**config.mk**
```make
export PLATFORM = sky130hd
export DESIGN_NAME = line_driver_and_clock_config
export DESIGN_NICKNAME = d
export VERILOG_FILES = /design/src/hdl/line_cfg_pkg.sv /design/src/hdl/line_drive_decode.sv /design/src/hdl/line_driver_and_clock_config.sv
export SDC_FILE = /design/constraint.sdc
export NUM_CORES = 1
export LEC_CHECK = 0
export BUFFER_PORTS_ARGS = -buffer_cell sky130_fd_sc_hd__clkbuf_2
export CAP_MARGIN = 10
export CORE_MARGIN = 2
export CORE_UTILIZATION = 40
export DETAILED_ROUTE_END_ITERATION = 16
export PLACE_DENSITY = 0.56
export SLEW_MARGIN = 40
export SYNTH_ARGS = -nofsm -noshare
export SYNTH_HDL_FRONTEND = slang
export SYNTH_SLANG_ARGS = --single-unit
```
**constraint.sdc**
```tcl
create_clock -name clock_i -period 29.9 [get_ports clock_i]
set_clock_uncertainty 0.2 [all_clocks]
set_input_delay 5.98 -clock clock_i [delete_from_list [all_inputs] [get_ports clock_i]]
set_output_delay 5.98 -clock clock_i [all_outputs]
set_load 0.02 [all_outputs]
```
**src/hdl/line_cfg_pkg.sv**
```systemverilog
package line_cfg_pkg;

  // register byte offsets on the host register port
  localparam logic [7:0] ADDR_GEN_CONTROL   = 8'h06;
  localparam logic [7:0] ADDR_MAIN_CONFIG   = 8'h07;
  localparam logic [7:0] ADDR_AUX_CONFIG    = 8'h08;
  localparam logic [7:0] ADDR_CLOCK_CONFIG  = 8'h09;
  localparam logic [7:0] ADDR_CLOCK_TRIM    = 8'h0A;
  localparam logic [7:0] ADDR_REVISION      = 8'h0C;

  // reset values, all fields clear
  localparam logic [7:0] RST_GEN_CONTROL    = 8'h00;
  localparam logic [7:0] RST_LINE_CONFIG    = 8'h00;
  localparam logic [7:0] RST_CLOCK_CONFIG   = 8'h00;
  localparam logic [7:0] RST_CLOCK_TRIM     = 8'h00;
  localparam logic [7:0] READ_UNMAPPED      = 8'h00;

  // general control fields
  localparam int BIT_MAIN_SOFT_OUTPUT       = 0;
  localparam int BIT_AUX_SOFT_OUTPUT        = 1;

  // clock config fields
  localparam int BIT_FINE_TRIM_ENABLE       = 7;
  localparam int BIT_CLOCK_DIV_HI           = 2;
  localparam int BIT_CLOCK_DIV_LO           = 1;
  localparam int BIT_CLOCK_OUT_DISABLE      = 0;
  localparam logic [7:0] MASK_CLOCK_CONFIG  = 8'h87;
  localparam logic [7:0] MASK_CLOCK_TRIM    = 8'h3F;

  // divider encodings
  localparam logic [1:0] DIV_3M686          = 2'h0;
  localparam logic [1:0] DIV_7M373          = 2'h1;
  localparam logic [1:0] DIV_14M74          = 2'h2;
  localparam logic [1:0] DIV_1M843          = 2'h3;

  // phase step = f_out / 50 MHz * 2^32
  localparam int unsigned ACC_WIDTH         = 32;
  localparam logic [31:0] INC_3M686         = 32'h12DF_D695;
  localparam logic [31:0] INC_7M373         = 32'h25BF_AD2A;
  localparam logic [31:0] INC_14M74         = 32'h4B7F_5A53;
  localparam logic [31:0] INC_1M843         = 32'h096F_EB4A;

  // trim slope shifts: about 0.02 %/step below zero, 0.2 %/step above
  localparam int TRIM_NEG_SHIFT             = 12;
  localparam int TRIM_POS_SHIFT             = 9;

  // edge rate encodings, typical
  localparam logic [1:0] EDGE_250NS         = 2'h0;
  localparam logic [1:0] EDGE_500NS         = 2'h1;
  localparam logic [1:0] EDGE_1US25         = 2'h2;
  localparam logic [1:0] EDGE_5US           = 2'h3;

  // input synchroniser depth
  localparam int SYNC_STAGES                = 3;

  // driver configuration byte, msb first
  typedef struct packed {
    logic [1:0] edge_rate;
    logic       weak_pulldown_en;
    logic       weak_pullup_en;
    logic       low_side_sel;
    logic       push_pull_sel;
    logic       polarity_same;
    logic       driver_enable;
  } line_cfg_t;

  // what one line driver does with its pin
  typedef struct packed {
    logic       level;
    logic       drive_en;
    logic       weak_pulldown_en;
    logic       weak_pullup_en;
    logic [1:0] edge_rate;
  } line_drive_t;

endpackage

```
**src/hdl/line_drive_decode.sv**
```systemverilog
`timescale 1ns/1ns
module line_drive_decode
  import line_cfg_pkg::*;
(
  input  wire logic        clock_i,
  input  wire logic        sys_rst_i,
  input  wire line_cfg_t   cfg_i,
  input  wire logic        gate_i,
  input  wire logic        data_i,
  input  wire logic        soft_bit_i,
  output line_drive_t      drive_o
);

  logic        pull_low;
  logic        can_sink;
  logic        can_source;
  logic        active;
  line_drive_t next_drive;

  // default polarity is inverting: low only for data high and soft bit 0
  assign pull_low   = cfg_i.polarity_same ^ (data_i & ~soft_bit_i);
  assign can_sink   = cfg_i.push_pull_sel | cfg_i.low_side_sel;
  assign can_source = cfg_i.push_pull_sel | ~cfg_i.low_side_sel;
  assign active     = cfg_i.driver_enable & gate_i;

  assign next_drive.level            = ~pull_low;
  assign next_drive.drive_en         = active & (pull_low ? can_sink : can_source);
  assign next_drive.weak_pulldown_en = cfg_i.weak_pulldown_en;
  assign next_drive.weak_pullup_en   = cfg_i.weak_pullup_en;
  assign next_drive.edge_rate        = cfg_i.edge_rate;

  always_ff @(posedge clock_i) begin
    if (sys_rst_i) begin
      drive_o <= '0;
    end else begin
      drive_o <= next_drive;
    end
  end

endmodule

```
**src/hdl/line_driver_and_clock_config.sv**
```systemverilog
// Functional notes
// aux config bits 7:6 pick edge rate 250ns, 500ns, 1.25us, 5us.
// aux config bit 5 enables the weak pull-down sink.
// aux config bit 4 enables the weak pull-up source.
// aux bit 2 gives push-pull; else bit 3 picks low-side or high-side.
// aux bit 1 clear inverts line against local pin and soft bit.
// aux bit 0 enables driver, disables receiver, makes local pin an input.
// aux driver disabled leaves the line undriven whatever the soft bit.
// enabled aux pulls low only for local high, soft 0; else high or Z.
// main line is Z when its enable or transmit enable is low.
// main pulls low only for transmit high, soft 0; else high or Z.
// clock config bit 7 enables fine trimming of the clock output.
// clock bits 2:1 select 3.686, 7.373, 14.74 or 1.843 MHz.
// clock bit 0 stops the clock output but keeps the pin driven.
// trim bits 5:0 signed, +0.7% at -32 down to -5.5% at +31.
// eight-bit read-only revision identifier; writes do nothing.
// after reset the clock output runs at 3.686 MHz unprompted.
// general control bit 0 is main soft bit, bit 1 aux soft bit.
// main topology from its config bits 3 and 2 like the aux driver.
// trim value applies only while fine trimming is enabled.
// reserved clock config and trim bits read zero, ignore writes.
`timescale 1ns/1ns
module line_driver_and_clock_config
  import line_cfg_pkg::*;
#(
  parameter logic [7:0] REVISION_ID = 8'h5A  // arbitrary value
) (
  input  wire logic        clock_i,
  input  wire logic        sys_rst_i,
  input  wire logic [7:0]  reg_addr_i,
  input  wire logic [7:0]  reg_wdata_i,
  input  wire logic        reg_wr_i,
  input  wire logic        reg_rd_i,
  output logic [7:0]       reg_rdata_o,
  input  wire logic        transmit_enable_in_i,
  input  wire logic        transmit_data_i,
  input  wire logic        main_line_i,
  output logic             main_line_o,
  output logic             main_line_oe_o,
  output logic             main_rx_o,
  output logic             main_weak_pulldown_en_o,
  output logic             main_weak_pullup_en_o,
  output logic [1:0]       main_edge_rate_o,
  input  wire logic        aux_line_i,
  output logic             aux_line_o,
  output logic             aux_line_oe_o,
  output logic             aux_receiver_en_o,
  output logic             aux_weak_pulldown_en_o,
  output logic             aux_weak_pullup_en_o,
  output logic [1:0]       aux_edge_rate_o,
  input  wire logic        aux_local_logic_pin_i,
  output logic             aux_local_logic_pin_o,
  output logic             aux_local_logic_pin_oe_o,
  output logic             clock_out_o
);

  localparam int NUM_PINS = 5;

  // pin indices in the synchroniser bank
  localparam int PIN_TRANSMIT_ENABLE_IN  = 0;
  localparam int PIN_TXD   = 1;
  localparam int PIN_MAIN  = 2;
  localparam int PIN_AUX   = 3;
  localparam int PIN_LOCAL = 4;

  function automatic logic [31:0] base_increment(input logic [1:0] div);
    logic [31:0] inc;
    inc = INC_3M686;
    case (div)
      DIV_3M686: inc = INC_3M686;
      DIV_7M373: inc = INC_7M373;
      DIV_14M74: inc = INC_14M74;
      DIV_1M843: inc = INC_1M843;
      default:   inc = INC_3M686;
    endcase
    return inc;
  endfunction

  // trim is asymmetric: a fine slope upward, a coarse slope downward
  function automatic logic [31:0] trimmed_increment(input logic [31:0] base, input logic [5:0] trim);
    logic [31:0] mag;
    logic [31:0] step;
    mag  = {26'h0, (trim[5] ? 6'(-trim) : trim)};
    step = trim[5] ? (base >> TRIM_NEG_SHIFT) : (base >> TRIM_POS_SHIFT);
    return trim[5] ? 32'(base + step * mag) : 32'(base - step * mag);
  endfunction

  logic [7:0]          gen_control;
  line_cfg_t           main_config;
  line_cfg_t           aux_config;
  logic [7:0]          clock_config;
  logic [7:0]          clock_trim;

  logic [NUM_PINS-1:0] sync_s0;
  logic [NUM_PINS-1:0] sync_s1;
  logic [NUM_PINS-1:0] sync_s2;
  logic [NUM_PINS-1:0] pin_q;
  logic [NUM_PINS-1:0] next_pin_q;

  logic [31:0]         phase_acc;
  logic [31:0]         base_inc;
  logic [31:0]         phase_inc;
  logic                next_clock_out;
  logic [7:0]          next_rdata;

  logic                wr_gen;
  logic                wr_main;
  logic                wr_aux;
  logic                wr_clock;
  logic                wr_trim;

  line_drive_t         main_drive;
  line_drive_t         aux_drive;
  logic                aux_rx_level;

  // register write decode
  assign wr_gen   = reg_wr_i & (reg_addr_i == ADDR_GEN_CONTROL);
  assign wr_main  = reg_wr_i & (reg_addr_i == ADDR_MAIN_CONFIG);
  assign wr_aux   = reg_wr_i & (reg_addr_i == ADDR_AUX_CONFIG);
  assign wr_clock = reg_wr_i & (reg_addr_i == ADDR_CLOCK_CONFIG);
  assign wr_trim  = reg_wr_i & (reg_addr_i == ADDR_CLOCK_TRIM);

  always_ff @(posedge clock_i) begin
    if (sys_rst_i) begin
      gen_control  <= RST_GEN_CONTROL;
      main_config  <= RST_LINE_CONFIG;
      aux_config   <= RST_LINE_CONFIG;
      clock_config <= RST_CLOCK_CONFIG;
      clock_trim   <= RST_CLOCK_TRIM;
    end else begin
      if (wr_gen) begin
        gen_control <= reg_wdata_i;
      end
      if (wr_main) begin
        main_config <= reg_wdata_i;
      end
      if (wr_aux) begin
        aux_config <= reg_wdata_i;
      end
      if (wr_clock) begin
        clock_config <= reg_wdata_i & MASK_CLOCK_CONFIG;
      end
      if (wr_trim) begin
        clock_trim <= reg_wdata_i & MASK_CLOCK_TRIM;
      end
    end
  end

  // read mux; the revision address has no write decode at all
  always_comb begin
    next_rdata = reg_rdata_o;
    if (reg_rd_i) begin
      case (reg_addr_i)
        ADDR_GEN_CONTROL:  next_rdata = gen_control;
        ADDR_MAIN_CONFIG:  next_rdata = main_config;
        ADDR_AUX_CONFIG:   next_rdata = aux_config;
        ADDR_CLOCK_CONFIG: next_rdata = clock_config;
        ADDR_CLOCK_TRIM:   next_rdata = clock_trim;
        ADDR_REVISION:     next_rdata = REVISION_ID;
        default:           next_rdata = READ_UNMAPPED;
      endcase
    end
  end

  always_ff @(posedge clock_i) begin
    if (sys_rst_i) begin
      reg_rdata_o <= READ_UNMAPPED;
    end else begin
      reg_rdata_o <= next_rdata;
    end
  end

  // pins pass three stages; a change counts once stages two and three agree
  assign next_pin_q = (sync_s1 & sync_s2) | (pin_q & (sync_s1 | sync_s2));

  always_ff @(posedge clock_i) begin
    if (sys_rst_i) begin
      sync_s0 <= '0;
      sync_s1 <= '0;
      sync_s2 <= '0;
      pin_q   <= '0;
    end else begin
      sync_s0 <= {aux_local_logic_pin_i, aux_line_i, main_line_i, transmit_data_i, transmit_enable_in_i};
      sync_s1 <= sync_s0;
      sync_s2 <= sync_s1;
      pin_q   <= next_pin_q;
    end
  end

  line_drive_decode main_decode (
    .clock_i    (clock_i),
    .sys_rst_i  (sys_rst_i),
    .cfg_i      (main_config),
    .gate_i     (pin_q[PIN_TRANSMIT_ENABLE_IN]),
    .data_i     (pin_q[PIN_TXD]),
    .soft_bit_i (gen_control[BIT_MAIN_SOFT_OUTPUT]),
    .drive_o    (main_drive)
  );

  line_drive_decode aux_decode (
    .clock_i    (clock_i),
    .sys_rst_i  (sys_rst_i),
    .cfg_i      (aux_config),
    .gate_i     (1'b1),
    .data_i     (pin_q[PIN_LOCAL]),
    .soft_bit_i (gen_control[BIT_AUX_SOFT_OUTPUT]),
    .drive_o    (aux_drive)
  );

  assign main_line_o             = main_drive.level;
  assign main_line_oe_o          = main_drive.drive_en;
  assign main_weak_pulldown_en_o = main_drive.weak_pulldown_en;
  assign main_weak_pullup_en_o   = main_drive.weak_pullup_en;
  assign main_edge_rate_o        = main_drive.edge_rate;

  assign aux_line_o              = aux_drive.level;
  assign aux_line_oe_o           = aux_drive.drive_en;
  assign aux_weak_pulldown_en_o  = aux_drive.weak_pulldown_en;
  assign aux_weak_pullup_en_o    = aux_drive.weak_pullup_en;
  assign aux_edge_rate_o         = aux_drive.edge_rate;

  // receivers follow the same polarity as the drivers
  assign aux_rx_level = pin_q[PIN_AUX] ^ ~aux_config.polarity_same;

  always_ff @(posedge clock_i) begin
    if (sys_rst_i) begin
      main_rx_o                <= 1'b0;
      aux_receiver_en_o        <= 1'b0;
      aux_local_logic_pin_o    <= 1'b0;
      aux_local_logic_pin_oe_o <= 1'b0;
    end else begin
      main_rx_o                <= pin_q[PIN_MAIN] ^ ~main_config.polarity_same;
      aux_receiver_en_o        <= ~aux_config.driver_enable;
      aux_local_logic_pin_o    <= aux_rx_level & ~aux_config.driver_enable;
      aux_local_logic_pin_oe_o <= ~aux_config.driver_enable;
    end
  end

  // clock output: phase accumulator, msb is the square wave
  assign base_inc  = base_increment(clock_config[BIT_CLOCK_DIV_HI:BIT_CLOCK_DIV_LO]);
  assign phase_inc = clock_config[BIT_FINE_TRIM_ENABLE] ?
                     trimmed_increment(base_inc, clock_trim[5:0]) : base_inc;
  // disabled output is held low and still driven, never floated
  assign next_clock_out = ~clock_config[BIT_CLOCK_OUT_DISABLE] & phase_acc[ACC_WIDTH-1];

  always_ff @(posedge clock_i) begin
    if (sys_rst_i) begin
      phase_acc   <= '0;
      clock_out_o <= 1'b0;
    end else begin
      phase_acc   <= phase_acc + phase_inc;
      clock_out_o <= next_clock_out;
    end
  end

endmodule

```
==> impl_metrics.tcl <==
set metrics [dict create \
    avgSynthCellArea_um2 8.08 \
    synth_compound_area_share_pct 20.0 \
    worst_slew_pin_slew_ns 0.885 \
    drt_wl_total_mm 31.0 \
    globalplace.congestion 0.872 \
    dr.pass1.iters 4 \
    syn2layout_area_growth_pct 8.22 \
    synth.ff_latch_count 110 \
    max_stage_delay_ns 0.78 \
    cp-end-kind "flip-flop" \
    fin_nets 1684 \
    synth_seq_area_share_pct 18.7 \
    hold_class "reg2reg" \
    antenna_found_initial 0 \
    grt_pass1_wl_mm 50.9 \
    io_pins 50 \
    setup_violations 0 \
    path_buf_inv 4 \
    critical_path_class "reg2reg" \
    die_width_um 176 \
    netlist_area_mm2 0.0118 \
    start_util_pct 40.8 \
    crit_fanout 15 \
    synth_top_family_by_area "adder cells" \
    cts_resized 0 \
    layout-drive-gt1-share_pct 8.24 \
    postCtsSetupRepairBufs 0 \
    drc_errors 0 \
    track_usage_pct 20.4 \
    fin_crit_sh_pct 37.6 \
    drtIter0Drc 687 \
    pwr_density_cell_mw_per_mm2 34.0 \
    clock_latency_ns 0.37 \
    start_kind "flip-flop" \
    num_vias 10100 \
    synth_cell_type_count 89 \
    cts_tree "built" \
    critPathTopFamily "compound AO/OA/AOI/OAI gates" \
    dpl_cell_area_mm2 0.0124 \
    num_antenna_cells 0 \
    synthXorXnorAreaFrac_pct 7.35 \
    grt_max_degree 60 \
    grt-ovfl-total 0 \
    root_buffer "clkbuf_16" \
    vdd_drop_max_mv 0.0338 \
    tns_ns 0 \
    synth_mux_area_share_pct 2.44 \
    place_hpwl_mm 24.5 \
    period_needed_ns 11.24 \
    cp.required_ns 29.99 \
    ctsHoldBuffers 0 \
    maxCapViolCount 0 \
    synth_edf_count 0 \
    final-hold-violation-count 0 \
    synth_flop_cell "dfxtp_1" \
    via_per_inst 5.43 \
    wl_per_cell_um 16.7 \
    cts.sink_count 110 \
    synth_cells 1456 \
    die_h_um 176 \
    rsz0062_at_grt "false" \
    slowest_stage "dfxtp_1" \
    worst_ep_arrival_time_ns 11.33 \
    synth_adder_area_share_pct 25.0 \
    io_buffers 49 \
    slew_viol_final 0 \
    slew_headroom_pct 41.0 \
    htree_levels 3 \
    yosys.area_share.simple_pct 20.2 \
    status "finished clean" \
    final_area_mm2 0.0127 \
    core.rowCount 62 \
    grt_pass1_vias 9666 \
    clk_pin_slew_worst_paths_ns 0.08 \
    synthArstFlopShare_pct 0 \
    max_freq_ghz 0.0889 \
    yosysWarnings 0 \
    antenna_left 0 \
    dieArea_mm2 0.0308 \
    p_leak_nw 5.93 \
    cts_buffer_depth 2 \
    cts_buffers 9 \
    core_mm2 0.0289 \
]
## state kept, by name (all words and copies together) (netlist names)
name / cells
main_decode.drive_o: 6
sync_s1: 5
aux_local_logic_pin_oe_o: 1
pin_q: 5
reg_rdata_o: 8
phase_acc: 32
main_rx_o: 1
clock_trim: 6
aux_local_logic_pin_o: 1
main_config: 8
sync_s2: 5
sync_s0: 5
aux_decode.drive_o: 6
gen_control: 8
aux_config: 8
clock_config: 4
clock_out_o: 1
## cell usage in the layout (no fill, tap or decap), types with 12 or more instances in the layout
master    instances
nor2_1          196
inv_1           137
a21oi_1         112
dfxtp_1         109
nand2_1         107
ha_1            101
fa_1             83
xnor2_1          57
clkbuf_2         48
a21o_1           43
o21ai_0          42
nor2b_1          42
xor2_1           38
nand3_1          32
nor3_1           24
mux2i_1          23
and3_1           21
o21a_1           20
o21bai_1         18
or3_1            14
and2_1           12
## worst register-to-register path, delay by kind of cell, from the launching register on
family,cells,cell delay (ns)
adder cells (fa/ha/maj),7,2.93
AND/OR/NAND/NOR,8,2.00
flip-flops,1,0.78
buffers and inverters,4,1.00
XOR/XNOR,3,0.86
AO/OA/AOI/OAI,16,3.42
## area by class of cell
cell class | instances | area [µm²]
Fill cell | 2925 | 16100
Multi-Input combinational cell | 1155 | 8870
Sequential cell | 110 | 2200
Inverter | 140 | 526
Tap cell | 384 | 480
Timing Repair Buffer | 59 | 323
Clock buffer | 9 | 225
Clock inverter | 7 | 104
## kinds of logic (layout without fill, tap and decap cells)
kind of cell / count (synthesis) / in the layout
flip-flops: 110 / 110
adder cells (fa/ha/maj): 186 / 186
AO/OA/AOI/OAI: 338 / 338
AND/OR/NAND/NOR: 502 / 502
buffers and inverters: 193 / 215
multiplexers: 28 / 28
XOR/XNOR: 97 / 97
other: 2 / 4
## cell usage after synthesis (5+ instances only)
master | instances | area share, %
nor2_1 | 196 | 6.3
inv_1 | 137 | 4.4
a21oi_1 | 112 | 4.8
dfxtp_1 | 110 | 19
nand2_1 | 107 | 3.4
ha_1 | 101 | 11
fa_1 | 83 | 14
xnor2_1 | 57 | 4.2
clkbuf_1 | 46 | 1.5
a21o_1 | 43 | 2.7
nor2b_1 | 42 | 2.2
o21ai_0 | 42 | 1.8
xor2_1 | 38 | 2.8
nand3_1 | 32 | 1.4
nor3_1 | 26 | 1.1
mux2i_1 | 23 | 2.0
and3_1 | 21 | 1.1
o21a_1 | 20 | 1.3
o21bai_1 | 18 | 1.1
or3_1 | 14 | 0.74
and2_1 | 12 | 0.64
nand2b_1 | 11 | 0.58
or2_2 | 11 | 0.58
a31oi_1 | 8 | 0.43
o31ai_1 | 8 | 0.51
a211o_1 | 6 | 0.45
a211oi_1 | 5 | 0.32
a221oi_1 | 5 | 0.37
mux2_2 | 5 | 0.48
## metal layers
layer | GRT usage, % | part of all wire (%)
met3 | 2.10 | 4.1
met4 | 5.06 | 1.9
met1 | 29.4 | 48
met5 | 0 | 0
met2 | 32.8 | 46
## report_power, final
group | internal [W] | switching [W] | leakage, nW
combinational | 0.0000604 | 0.0000767 | 4.87
clock | 0.0000623 | 0.0000691 | 0.158
sequential | 0.000160 | 0.00000457 | 0.899
## stage by stage
stage | power [W] | setup WS, ns | utilization, % | instances | hold slack, ns
after global placement | 0.000303 | 19.25 | 42.9 | 1848 | 0.219
after CTS | 0.000436 | 18.85 | 44.1 | 1864 | 0.243
after detailed placement | 0.000304 | 18.89 | 43.0 | 1848 | 0.224
after floorplan | 0.000278 | 20.08 | - | 1458 | 0.214
final | 0.000433 | 18.66 | 44.1 | 1864 | 0.242
after global routing | 0.000461 | 17.84 | 44.1 | 1864 | 0.261
## worst paths after layout
check        slack, ns            end          start  depth (start not counted)
max reg2reg      18.66  phase_acc[31]  clock_trim[0]                         38
min reg2reg       0.24     sync_s1[0]     sync_s0[0]                          1
max              18.66  phase_acc[31]  clock_trim[0]                         38
min               0.24     sync_s1[0]     sync_s0[0]                          1
Power figures use the tool's default switching activity.
